<file path="src/shared/dpb_pkg.sv">
// Constants and types shared by the data prefetch buffer
package dpb_pkg;
  // ----------------------------------------
  // Address map and geometry
  // ----------------------------------------
  localparam logic [31:0] PF_ADDR_LO = 32'h0C00_0000;
  localparam logic [31:0] L2_BYP_HI = 32'h0FFF_FFFF;
  localparam logic [3:0] ALIAS_NIB = 4'h1;
  localparam int NUM_SLOTS = 8;
  localparam int SLOT_W = 3;
  localparam int GEN_W = 2;
  localparam int HALF_LSB = 6;
  localparam int HA_W = 32 - HALF_LSB;
  // ----------------------------------------
  // Register map
  // ----------------------------------------
  localparam logic [11:0] OFF_CTRL = 12'h000;
  localparam logic [11:0] OFF_STAT = 12'h004;
  localparam logic [1:0] MAR_REGION = 2'h1;
  localparam int L1_MODE_POS = 0;
  localparam int L1_FRZ_POS = 4;
  localparam int L2_FRZ_POS = 8;
  localparam int L2_MODE_POS = 12;
  localparam int CORE_ID_POS = 16;
  localparam logic [31:0] CTRL_MASK = 32'h000F_7117;
  localparam logic [31:0] CTRL_RST = 32'h0000_0000;
  localparam int CACHEABLE_BIT_POS = 0;
  localparam int PREFETCH_ENABLE_BIT_POS = 3;
  localparam int CACHEABLE_BIT_IDX = 0;
  localparam int PREFETCH_ENABLE_BIT_IDX = 1;
  localparam int MAR_PF_LO = 12;
  localparam int MAR_PF_HI = 15;
  localparam logic [1:0] MAR_RST_DEF = 2'h0;
  localparam logic [1:0] MAR_RST_PF = 2'h2;
  // ----------------------------------------
  // Types
  // ----------------------------------------
  typedef enum logic [1:0] {
    CLS_MISS = 2'h0,
    CLS_ADDR_HIT = 2'h1,
    CLS_DATA_HIT = 2'h2,
    CLS_DATA_WAIT = 2'h3
  } dpb_class_t;
  typedef enum logic [1:0] {
    ST_IDLE = 2'h0,
    ST_SECOND = 2'h1,
    ST_WAIT = 2'h2
  } dpb_state_t;
  typedef struct packed {
    logic [31:0] addr;
    logic wr;
    logic l2_src;
  } dpb_dem_t;
  typedef struct packed {
    logic [HA_W-1:0] half_addr;
    logic [SLOT_W-1:0] slot;
    logic half;
    logic [GEN_W-1:0] gen;
  } dpb_pf_t;
endpackage : dpb_pkg

</file>
<file path="src/design/dpb_data_prefetch_buffer.sv">
// Data prefetch buffer: stream tracking, hit classification, prefetch issue
// Operation
// Prefetch covers 0x0C000000 up, minus own alias
// Eligible only with cacheable and prefetch bits
// L1 path needs mode nonzero, not frozen
// Low range or idle L2 bypasses L2
// Data hit now; wait hit on return
// Address hit forwards to shared controller
// Miss forwards; candidate hit allocates stream
// Colliding prefetches drop the earlier one
// Full holding buffer drops oldest prefetch
// Writes invalidate matching prefetched data
// Failed return leaves slot without data
// Lines are 128 bytes, halves 64
// L2 takes whole line, L1 half
// L1 hit may refetch other half
// Eight entries, oldest reallocated first
// New stream prefetches X+64 then X+128
// Reallocation marks older prefetch stale
// Never two valid outstanding per slot; code tracks one per half, so both halves of a slot can be outstanding at once
// Software clears prefetch bit, entries 12-15
// Attribute entries writable only when privileged
// Software keeps L2 enabled and unfrozen
// Cancelled wait return reissues as miss
//
// Decided for this implementation: the APB slave port and the placing of the registers.
module dpb_data_prefetch_buffer
  import dpb_pkg::*;
(
  // Clock and reset
  input logic core_clk,
  input logic sys_rst,
  // APB slave
  input logic [11:0] paddr,
  input logic psel,
  input logic penable,
  input logic pwrite,
  input logic [31:0] pwdata,
  input logic [2:0] pprot,
  output logic [31:0] prdata,
  output logic pready,
  output logic pslverr,
  // Demand requests
  input logic dm_valid,
  output logic dm_ready,
  input dpb_dem_t dm_req,
  // Demand outcome
  output logic rsp_valid,
  output dpb_class_t rsp_class,
  output logic rsp_served,
  output logic rsp_l2_bypass,
  // Forward to shared memory controller
  output logic fwd_valid,
  output logic fwd_wr,
  output logic [31:0] fwd_addr,
  // Prefetch issue and return
  output logic pf_valid,
  input logic pf_ready,
  output dpb_pf_t pf_req,
  input logic ret_valid,
  input dpb_pf_t ret_tag,
  input logic ret_ok
);

  // ----------------------------------------
  // State
  // ----------------------------------------
  logic [31:0] ctrl_reg;
  logic [1:0] mar_reg [256];
  logic [31:0] prdata_reg;
  dpb_state_t state_reg, state_next;
  logic alloc_reg [NUM_SLOTS];
  logic [NUM_SLOTS-1:0] alloc_vec;
  logic [HA_W-1:0] base_reg [NUM_SLOTS];
  logic [GEN_W-1:0] gen_reg [NUM_SLOTS];
  logic [1:0] dval_reg [NUM_SLOTS];
  logic [1:0] outs_reg [NUM_SLOTS];
  logic [1:0] dval_next [NUM_SLOTS];
  logic [1:0] outs_next [NUM_SLOTS];
  logic [SLOT_W-1:0] vic_reg;
  logic [HA_W-1:0] cand_reg;
  logic cand_v_reg;
  dpb_pf_t q_reg [2];
  dpb_pf_t q0_next, q1_next;
  logic [1:0] qcnt_reg, qcnt_next;
  dpb_pf_t pf2_reg;
  logic [SLOT_W-1:0] wslot_reg;
  logic [1:0] wmask_reg;
  logic [GEN_W-1:0] wgen_reg;
  logic [31:0] waddr_reg;
  logic drop_v;
  dpb_pf_t drop_e;

  function automatic logic [SLOT_W-1:0] enc(input logic [NUM_SLOTS-1:0] v);
    logic [SLOT_W-1:0] r;
    r = '0;
    for (int i = 0; i < NUM_SLOTS; i++) begin
      if (v[i]) begin
        r = SLOT_W'(i);
      end
    end
    return r;
  endfunction : enc

  // ----------------------------------------
  // Eligibility decode
  // ----------------------------------------
  wire l1_ok = (|ctrl_reg[L1_MODE_POS +: 3]) && !ctrl_reg[L1_FRZ_POS];
  wire l2_on = (|ctrl_reg[L2_MODE_POS +: 3]) && !ctrl_reg[L2_FRZ_POS];
  wire [3:0] core_id = ctrl_reg[CORE_ID_POS +: 4];
  wire [31:0] a = dm_req.addr;
  wire [HA_W-1:0] ha = a[31:HALF_LSB];
  wire [1:0] attr = mar_reg[a[31:24]];
  wire in_alias = a[31:28] == ALIAS_NIB && a[27:24] == core_id;
  wire in_range = a >= PF_ADDR_LO && !in_alias;
  wire l2_byp = a <= L2_BYP_HI || !l2_on;
  wire path_ok = dm_req.l2_src ? !l2_byp : l1_ok;
  wire elig = in_range && attr[CACHEABLE_BIT_IDX] && attr[PREFETCH_ENABLE_BIT_IDX] && path_ok;

  // ----------------------------------------
  // Slot match and classification
  // ----------------------------------------
  // A slot spans two 64-byte halves: base and base+1 form one 128-byte line
  logic [NUM_SLOTS-1:0] hit_vec, hh_vec;
  for (genvar s = 0; s < NUM_SLOTS; s++) begin : g_match
    assign alloc_vec[s] = alloc_reg[s];
    assign hit_vec[s] = alloc_reg[s] && (ha == base_reg[s] || ha == base_reg[s] + 26'h1);
    assign hh_vec[s] = ha != base_reg[s];
  end

  wire hit_any = |hit_vec;
  wire [SLOT_W-1:0] hs = enc(hit_vec);
  wire hhalf = hh_vec[hs];
  wire [1:0] m = dm_req.l2_src ? 2'h3 : (hhalf ? 2'h2 : 2'h1);
  wire [1:0] dv = dval_reg[hs];
  wire [1:0] os = outs_reg[hs];
  wire take = dm_valid && dm_ready;
  wire rd = take && !dm_req.wr;
  wire wr = take && dm_req.wr;
  wire h_ok = elig && hit_any;
  wire data_hit = h_ok && (dv & m) == m;
  wire wait_hit = h_ok && !data_hit && |(os & m);
  wire addr_hit = h_ok && !data_hit && !wait_hit;
  wire lookback = rd && addr_hit && !dm_req.l2_src && !dv[!hhalf] && !os[!hhalf];
  wire cand_hit = cand_v_reg && ha == cand_reg + 26'h1;
  wire alloc_go = rd && elig && !hit_any && cand_hit;
  wire [HA_W-1:0] new_base = ha + 26'h1;

  // ----------------------------------------
  // Prefetch sources and holding queue
  // ----------------------------------------
  wire push_d = lookback || alloc_go;
  wire pf2_due = state_reg == ST_SECOND;
  wire push_v = push_d || pf2_due;
  dpb_pf_t pf1, lb, push_e;
  assign pf1 = '{half_addr: new_base, slot: vic_reg, half: 1'b0,
                 gen: gen_reg[vic_reg] + 2'h1};
  assign lb = '{half_addr: base_reg[hs] + {25'h0, !hhalf}, slot: hs,
                half: !hhalf, gen: gen_reg[hs]};
  // The pending second prefetch is the earlier one, so it loses
  assign push_e = push_d ? (alloc_go ? pf1 : lb) : pf2_reg;
  wire pop = qcnt_reg != 2'h0 && pf_ready;

  always_comb begin
    q0_next = q_reg[0];
    q1_next = q_reg[1];
    qcnt_next = qcnt_reg;
    drop_v = 1'b0;
    drop_e = q_reg[0];
    if (pop) begin
      q0_next = q_reg[1];
      qcnt_next = qcnt_reg - 2'h1;
    end
    if (push_v) begin
      case (qcnt_next)
        2'h0: begin
          q0_next = push_e;
          qcnt_next = 2'h1;
        end
        2'h1: begin
          q1_next = push_e;
          qcnt_next = 2'h2;
        end
        default: begin
          // Full: oldest is dropped so a stale head never blocks
          drop_v = 1'b1;
          q0_next = q_reg[1];
          q1_next = push_e;
        end
      endcase
    end
  end

  assign pf_valid = qcnt_reg != 2'h0;
  assign pf_req = q_reg[0];

  // ----------------------------------------
  // Per-slot state
  // ----------------------------------------
  for (genvar s = 0; s < NUM_SLOTS; s++) begin : g_slot
    wire al = alloc_go && vic_reg == SLOT_W'(s);
    for (genvar h = 0; h < 2; h++) begin : g_half
      // Generation tag makes any older prefetch of this slot stale
      wire rc = ret_valid && ret_tag.slot == SLOT_W'(s) && ret_tag.half == 1'(h)
                && ret_tag.gen == gen_reg[s] && outs_reg[s][h];
      wire dc = drop_v && drop_e.slot == SLOT_W'(s) && drop_e.half == 1'(h)
                && drop_e.gen == gen_reg[s];
      wire ps = push_v && push_e.slot == SLOT_W'(s) && push_e.half == 1'(h);
      wire wc = wr && hit_vec[s] && (dm_req.l2_src || hh_vec[s] == 1'(h));
      assign outs_next[s][h] = (!al && outs_reg[s][h] && !rc && !dc) || ps;
      assign dval_next[s][h] = !al && (dval_reg[s][h] || (rc && ret_ok)) && !wc;
    end
    always_ff @(posedge core_clk or posedge sys_rst) begin
      if (sys_rst) begin
        alloc_reg[s] <= 1'b0;
        base_reg[s] <= '0;
        gen_reg[s] <= '0;
        dval_reg[s] <= 2'h0;
        outs_reg[s] <= 2'h0;
      end else begin
        dval_reg[s] <= dval_next[s];
        outs_reg[s] <= outs_next[s];
        if (al) begin
          alloc_reg[s] <= 1'b1;
          base_reg[s] <= new_base;
          gen_reg[s] <= gen_reg[s] + 2'h1;
        end
      end
    end
  end

  always_ff @(posedge core_clk or posedge sys_rst) begin
    if (sys_rst) begin
      q_reg[0] <= '0;
      q_reg[1] <= '0;
      qcnt_reg <= 2'h0;
    end else begin
      q_reg[0] <= q0_next;
      q_reg[1] <= q1_next;
      qcnt_reg <= qcnt_next;
    end
  end

  // ----------------------------------------
  // Stream detection and demand sequencing
  // ----------------------------------------
  wire w_cur = gen_reg[wslot_reg] == wgen_reg;
  wire w_done = !w_cur || (outs_reg[wslot_reg] & wmask_reg) == 2'h0;
  wire w_srv = w_cur && (dval_reg[wslot_reg] & wmask_reg) == wmask_reg;
  wire in_wait = state_reg == ST_WAIT;
  assign dm_ready = !in_wait;

  always_comb begin
    case (state_reg)
      ST_IDLE, ST_SECOND: begin
        if (rd && wait_hit) begin
          state_next = ST_WAIT;
        end else if (alloc_go) begin
          state_next = ST_SECOND;
        end else begin
          state_next = ST_IDLE;
        end
      end
      ST_WAIT: begin
        state_next = w_done ? ST_IDLE : ST_WAIT;
      end
      default: begin
        state_next = ST_IDLE;
      end
    endcase
  end

  always_ff @(posedge core_clk or posedge sys_rst) begin
    if (sys_rst) begin
      state_reg <= ST_IDLE;
      vic_reg <= '0;
      cand_reg <= '0;
      cand_v_reg <= 1'b0;
      pf2_reg <= '0;
    end else begin
      state_reg <= state_next;
      if (alloc_go) begin
        vic_reg <= vic_reg + 3'h1;
        cand_v_reg <= 1'b0;
        pf2_reg <= '{half_addr: ha + 26'h2, slot: vic_reg, half: 1'b1,
                     gen: gen_reg[vic_reg] + 2'h1};
      end else if (rd && elig && !hit_any) begin
        cand_reg <= ha;
        cand_v_reg <= 1'b1;
      end
    end
  end

  always_ff @(posedge core_clk or posedge sys_rst) begin
    if (sys_rst) begin
      wslot_reg <= '0;
      wmask_reg <= 2'h0;
      wgen_reg <= '0;
      waddr_reg <= 32'h0;
    end else if (rd && wait_hit) begin
      wslot_reg <= hs;
      wmask_reg <= m;
      wgen_reg <= gen_reg[hs];
      waddr_reg <= a;
    end
  end

  // ----------------------------------------
  // Demand outcome and forwarding
  // ----------------------------------------
  dpb_class_t cls;
  assign cls = !rd ? CLS_MISS : data_hit ? CLS_DATA_HIT :
               addr_hit ? CLS_ADDR_HIT : CLS_MISS;
  wire rsp_v_next = (take && !(rd && wait_hit)) || (in_wait && w_done);
  // A cancelled or reallocated wait goes out as a miss, never stale data
  wire fwd_v_next = in_wait ? (w_done && !w_srv) : (take && !(rd && (data_hit || wait_hit)));

  always_ff @(posedge core_clk or posedge sys_rst) begin
    if (sys_rst) begin
      rsp_valid <= 1'b0;
      rsp_class <= CLS_MISS;
      rsp_served <= 1'b0;
      rsp_l2_bypass <= 1'b0;
      fwd_valid <= 1'b0;
      fwd_wr <= 1'b0;
      fwd_addr <= 32'h0;
    end else begin
      rsp_valid <= rsp_v_next;
      fwd_valid <= fwd_v_next;
      rsp_class <= in_wait ? CLS_DATA_WAIT : cls;
      rsp_served <= in_wait ? w_srv : (rd && data_hit);
      fwd_addr <= in_wait ? waddr_reg : a;
      fwd_wr <= !in_wait && dm_req.wr;
      if (!in_wait) begin
        rsp_l2_bypass <= l2_byp;
      end
    end
  end

  // ----------------------------------------
  // APB registers
  // ----------------------------------------
  wire sel_mar = paddr[11:10] == MAR_REGION;
  wire sel_ctrl = paddr == OFF_CTRL;
  wire sel_stat = paddr == OFF_STAT;
  wire acc = psel && penable;
  wire [7:0] midx = paddr[9:2];
  wire [31:0] stat = {16'h0000, alloc_vec, 2'h0, qcnt_reg, 2'h0, state_reg};
  wire [31:0] mar_rd = {28'h0000000, mar_reg[midx][PREFETCH_ENABLE_BIT_IDX], 2'h0,
                        mar_reg[midx][CACHEABLE_BIT_IDX]};
  wire [31:0] rd_mux = sel_ctrl ? ctrl_reg : sel_stat ? stat : sel_mar ? mar_rd : 32'h0;
  assign pready = 1'b1;
  assign pslverr = acc && !(sel_ctrl || sel_stat || sel_mar);
  assign prdata = prdata_reg;

  always_ff @(posedge core_clk or posedge sys_rst) begin
    if (sys_rst) begin
      ctrl_reg <= CTRL_RST;
      prdata_reg <= 32'h0;
    end else begin
      if (psel && !penable) begin
        prdata_reg <= rd_mux;
      end
      if (acc && pwrite && sel_ctrl) begin
        ctrl_reg <= pwdata & CTRL_MASK;
      end
    end
  end

  // Low entries come up prefetchable; software must clear them
  always_ff @(posedge core_clk or posedge sys_rst) begin
    if (sys_rst) begin
      for (int i = 0; i < 256; i++) begin
        mar_reg[i] <= (i >= MAR_PF_LO && i <= MAR_PF_HI) ? MAR_RST_PF : MAR_RST_DEF;
      end
    end else if (acc && pwrite && sel_mar && pprot[0]) begin
      mar_reg[midx] <= {pwdata[PREFETCH_ENABLE_BIT_POS], pwdata[CACHEABLE_BIT_POS]};
    end
  end
endmodule : dpb_data_prefetch_buffer

</file>
<file path="config.mk">
export PLATFORM = sky130hd
export DESIGN_NAME = dpb_data_prefetch_buffer
export DESIGN_NICKNAME = d
export VERILOG_FILES = /design/src/shared/dpb_pkg.sv /design/src/design/dpb_data_prefetch_buffer.sv
export SDC_FILE = /design/constraint.sdc
export NUM_CORES = 2
export LEC_CHECK = 0
export BUFFER_PORTS_ARGS = -buffer_cell sky130_fd_sc_hd__buf_2
export CORE_MARGIN = 5
export CORE_UTILIZATION = 30
export DETAILED_ROUTE_END_ITERATION = 6
export GPL_TIMING_DRIVEN = 0
export SYNTH_ARGS = -nofsm -noshare
export SYNTH_HDL_FRONTEND = slang
export SYNTH_SLANG_ARGS = --single-unit
</file>
<file path="constraint.sdc">
create_clock -name core_clk -period 74.9 [get_ports core_clk]
set_clock_uncertainty 0.1 [all_clocks]
set_input_delay 3.745 -clock core_clk [delete_from_list [all_inputs] [get_ports core_clk]]
set_output_delay 3.745 -clock core_clk [all_outputs]
set_load 0.02 [all_outputs]
</file>
---- Yosys cells after proc, flatten, opt, wreduce, memory -nomap -nowiden ----
Index checks and enable logic that the tools add are counted.
Widths: inputs -> output; s select.
storage, ports and cells
  register bits after elaboration ......... 1028
  bits of input ports ..................... 122
  output and inout bits ................... 107
  logic and storage cells ................. 990
cells by class
  $add $sub $neg .......................... 23
  order comparisons ....................... 10
  equal/unequal tests ..................... 79
  multiplexer cells ....................... 75
  bitwise gates (word level) .............. 22
  reduce and logical (&&, ||, !) cells .... 455
operator list
  operator               count
  $bwmux 512             1
  $eq 26x26->1           17
  $logic_and 1x1->1      297
  $add 26x1->26 const B  10
  $ne 26x26->1           8
  $mux 32                5
  $bmux 26 s3            1
  $logic_not 1->1        76
  $logic_or 1x1->1       64
  $pmux 32 s2            1
  $mux 2                 30
  $mux 26                2
  $eq 3x3->1 const B     16
  $bmux 2 s3             7
  $eq 2x2->1             19
  $bmux 2 s8             2
  $ge 32x28->1 const B   1
  $le 32x28->1 const B   1
  $add 26x1->26          1
  $add 26x2->26 const B  1
  $eq 3x2->1 const B     8
  $mux 20                1
  $add 2x1->2 const B    9
  $ge 9x9->1 const B     2
  other kinds (31)       84

---- Longest topological paths before layout ----
  depth after elaboration ................. 36
  mapped depth ............................ 30
  depth with buffers taken out ............ 26

---- Least setup slack after synthesis ----
No wires, ideal clock.
  path type ............................... in2out
  start ................................... in paddr[2]
  end ..................................... out pslverr
  data arrival time ....................... 6905 ps
  required time ........................... 71055 ps
  slack ................................... 64150 ps
  stages .................................. 8
  path buffers ............................ 6
  cells stage by stage .................... clkbuf_1 > clkbuf_1 > clkbuf_1 > clkbuf_1 > clkbuf_1 > nor3_1 > clkbuf_1 > nor3_1
between the ends
  word-level cells in the longest chain between the ends .. 5
  elaborated cells between the ends (all ways) .. 6
  those cells by class .................... eq/ne (1); reduce/logical (5)
RTL lines
  what                                             RTL line                                                          RTL
  start: declaration                               dpb_data_prefetch_buffer.sv:34                                    input logic [11:0] paddr,
  $eq 12x3->1 or $logic_not 12->1 (tied branches)  dpb_data_prefetch_buffer.sv:345, dpb_data_prefetch_buffer.sv:344
  $logic_or 1x1->1 (*) (2 in a row)                dpb_data_prefetch_buffer.sv:353                                   assign pslverr = acc && !(sel_ctrl || sel_stat || sel_mar);
  $logic_not 1->1 (*)                              dpb_data_prefetch_buffer.sv:353
  $logic_and 1x1->1 (*)                            dpb_data_prefetch_buffer.sv:353
  end: declaration                                 dpb_data_prefetch_buffer.sv:42                                    output logic pslverr,
Mark *: on every way between the ends. The rest lies on a longest branch, timed or not.

==> summary.txt <==
Run status
  • Status: complete, but fails checks
  • Failing checks: DRC, capacitance limit, slew limit

STA
  • Final worst slack: 60540 ps
  • Final hold violations: 0
  • Worst Tran Pin Value: 1600 ps
  • Final setup violating endpoints: 0
  • F_max: 0.0696 GHz
  • Tmin final: 14360 ps
  • Total Neg Setup Slack: 0 ps
  • Slew Viols, Final: 74
  • Worst slew margin: -7.49%
  • RSZ-0062 raised after global routing: no
  • Crit share post-route: 19.2%

Die
  • Std cell rows: 168
  • Core Region: 0.210 mm2
  • Die Span Y: 469 um
  • IO Count: 229
  • Initial Utilization: 30.2%
  • Die ar.: 0.220 mm2
  • Die width: 469 um

Synthesis
  • FF+latch count, synth: 1014
  • Synth top area cells: dfrtp_1 (40%), mux2_2 (12%), mux4_2 (6.7%)
  • Count leader, synth: dfrtp_1
  • Ys async rst share: 100%
  • Sequential share of the synthesized area: 40.2%
  • Avg Inst Size Synth: 9.77 um2
  • Yosys top cell area share: 40.0%
  • Synth top cells by count: dfrtp_1 (1010), nand2_1 (850), mux2_2 (650)
  • Cell variety after synth: 111
  • Post-synth top area cell: dfrtp_1
  • Post-synth EDFFs: 0
  • Post-Syn Instances: 6466
  • Synth Warn #: 0
  • Synth Flop Type: dfrtp_1
  • Synthesized cell area: 0.0632 mm2

Place
  • Port bufs: 138
  • GPL Wtd Cong: 1.04
  • Pre-CTS WS: 60070 ps
  • Dpl cell area: 0.0684 mm2
  • # placed instances: 9462
  • HPWL after DPL: 228 mm

Worst setup path
  • CP max FO: 10
  • Critical Path Start Type: primary input
  • R2R cell count: 29
  • Slowest CP cell: clkbuf_1
  • Critical path's largest stage delay: 1050 ps
  • Crit path DAT: 14960 ps
  • CP required: 75500 ps
  • FF-to-FF Start: base_reg[105]
  • Critical Path End Type: flop
  • R2R Path End: pf_req[25]
  • R2R setup slack: 64470 ps
  • WS Path Type: primary input to flop

GRT
  • Remaining global-route overflow: 0
  • Global-route wire length before repair: 423 mm
  • GRT Resource Usage Total: 26.7%
  • Largest net degree at the start of global routing: 134
  • Initial antenna violation count: 23
  • Number of global-route vias before repair: 56400

Power
  • Leakage: 30.1 nW
  • Max rail drop VDD: 0.0210 mV
  • PwrDens: 17.5 mW/mm2

Cells and area
  • Fill cells: 21400
  • Register area: 0.0254 mm2
  • Final core utilization: 34.4%
  • Design area: 0.0722 mm2
  • Share of cells above drive strength 1: 20.9%
  • Largest register FFs: 512
  • P&R area growth vs syn: 14.2%
  • Area of the multi-input gates: 0.0354 mm2
  • Final Net Count: 6918
  • Final cell count without fillers: 9695

Route
  • Via-to-Cell Ratio: 6.03
  • Via count: 58400
  • Antenna-violating nets left: 0
  • First drt pass iteration count: 7
  • Starting DRT DRC Count: 7945
  • # DRC: 4
  • Routed wire length: 304 mm
  • Routed length per instance: 31.4 um

Clocking
  • Clock Path Buffers: 3
  • Clk_lat worst skew: 810 ps
  • CTS Hold Bufs: 0
  • CTS resizes: 0
  • CTS buffer count: 113
  • H-tree Lvls: 3
  • Sink Count: 1014
  • CTS tree: yes
  • Clock slew at reported path FFs: 70 ps
  • Post-CTS Setup Inserts: 0
  • Root buf cell: clkbuf_16

Worst hold path
  • Worst Hold Path EP: pf2_reg[8]
  • Hold-critical path depth: 2
  • Hold Crit Start: pf2_reg[8]
  • Hold Crit Class: flop to flop

Flow run
  • Max-cap violations: 11
==> per-layer routing <==
layer / vias up / GRT usage, % / part of all wire [%]
met1: 29500 / 33.0 / 38
met3: 1015 / 7.46 / 11
met5: - / 0 / 0.0089
li1: 24100 / - / -
met4: 4 / 17.2 / 7.9
met2: 3837 / 40.9 / 44
==> metrics by stage <==
step	hold slack, ps	power, W
2_1_floorplan	327	0.000632
5_1_grt	402	0.00129
3_3_place_gp	344	0.000688
3_5_place_dp	353	0.000692
6_report	368	0.00126
4_1_cts	367	0.00126
==> critical path: cells and delay by family <==
family,cells,cell delay [ps]
XOR/XNOR,1,190
AO/OA/AOI/OAI,13,3910
adder cells (fa/ha/maj),1,210
buffers and inverters,8,5140
AND/OR/NAND/NOR,7,1690
==> how the worst max path moves through the flow <==
stage	start	to	slack [ps]	cells past startpoint
5_1_grt	dm_req[10]	pf_req[25]	60620	30
4_1_cts	dm_req[9]	pf_req[25]	60870	31
3_5_place_dp	dm_req[9]	pf_req[25]	60070	31
6_report	dm_req[10]	pf_req[25]	60540	30
2_1_floorplan	sys_rst	alloc_reg[0]	42530	1
3_3_place_gp	sys_rst	mar_reg[234]	30970	2
==> placed cells by master (no fill, tap or decap), types with 35 or more instances in the layout <==
cell,Yosys,routed
xnor2_1,247,233
nor2_1,459,456
clkbuf_1,372,387
and2_1,35,35
inv_1,68,67
buf_1,86,78
nor3_1,126,123
mux2i_1,93,93
nand4_1,108,108
nor4_1,86,81
nand3_1,239,239
o211ai_1,90,90
a21oi_1,219,219
buf_4,54,57
nand2b_1,37,37
o21ai_0,358,358
clkbuf_16,0,113
mux4_2,189,189
mux2_2,650,650
a31oi_1,74,74
xor2_1,207,197
buf_2,42,187
dfrtp_1,1010,1010
nand2_1,850,850
a211oi_1,45,45
and3_1,63,63
==> kinds of logic after synthesis <==
logic type               count (synthesis)  share of synthesized area [%]
XOR/XNOR                               456                           6.34
multiplexers                           941                           20.0
flip-flops                            1014                           40.2
buffers and inverters                  633                           4.22
adder cells (fa/ha/maj)                 24                          0.475
AO/OA/AOI/OAI                         1151                           11.8
other                                    2                         0.0119
AND/OR/NAND/NOR                       2245                           17.0
==> where the power goes <==
part | switching [W] | leakage [nW] | internal, W | total, W
Clock | 0.000259 | 1.80 | 0.000315 | 0.000574
Combinational | 0.000101 | 14.3 | 0.0000319 | 0.000133
Sequential | 0.00000274 | 14.0 | 0.000550 | 0.000553
Total | 0.000363 | 30.1 | 0.000897 | 0.00126
==> final cells by class <==
class,instances,share of cell area [%]
antenna,23,0.0797
buffer,562,3.36
clock buffer,157,4.41
clock inverter,53,0.785
inverter,71,0.380
multi-input combinational,4832,49.1
sequential,1014,35.2
tap,2805,4.86
timing repair buffer,178,1.88
Power figures use the tool's default switching activity.
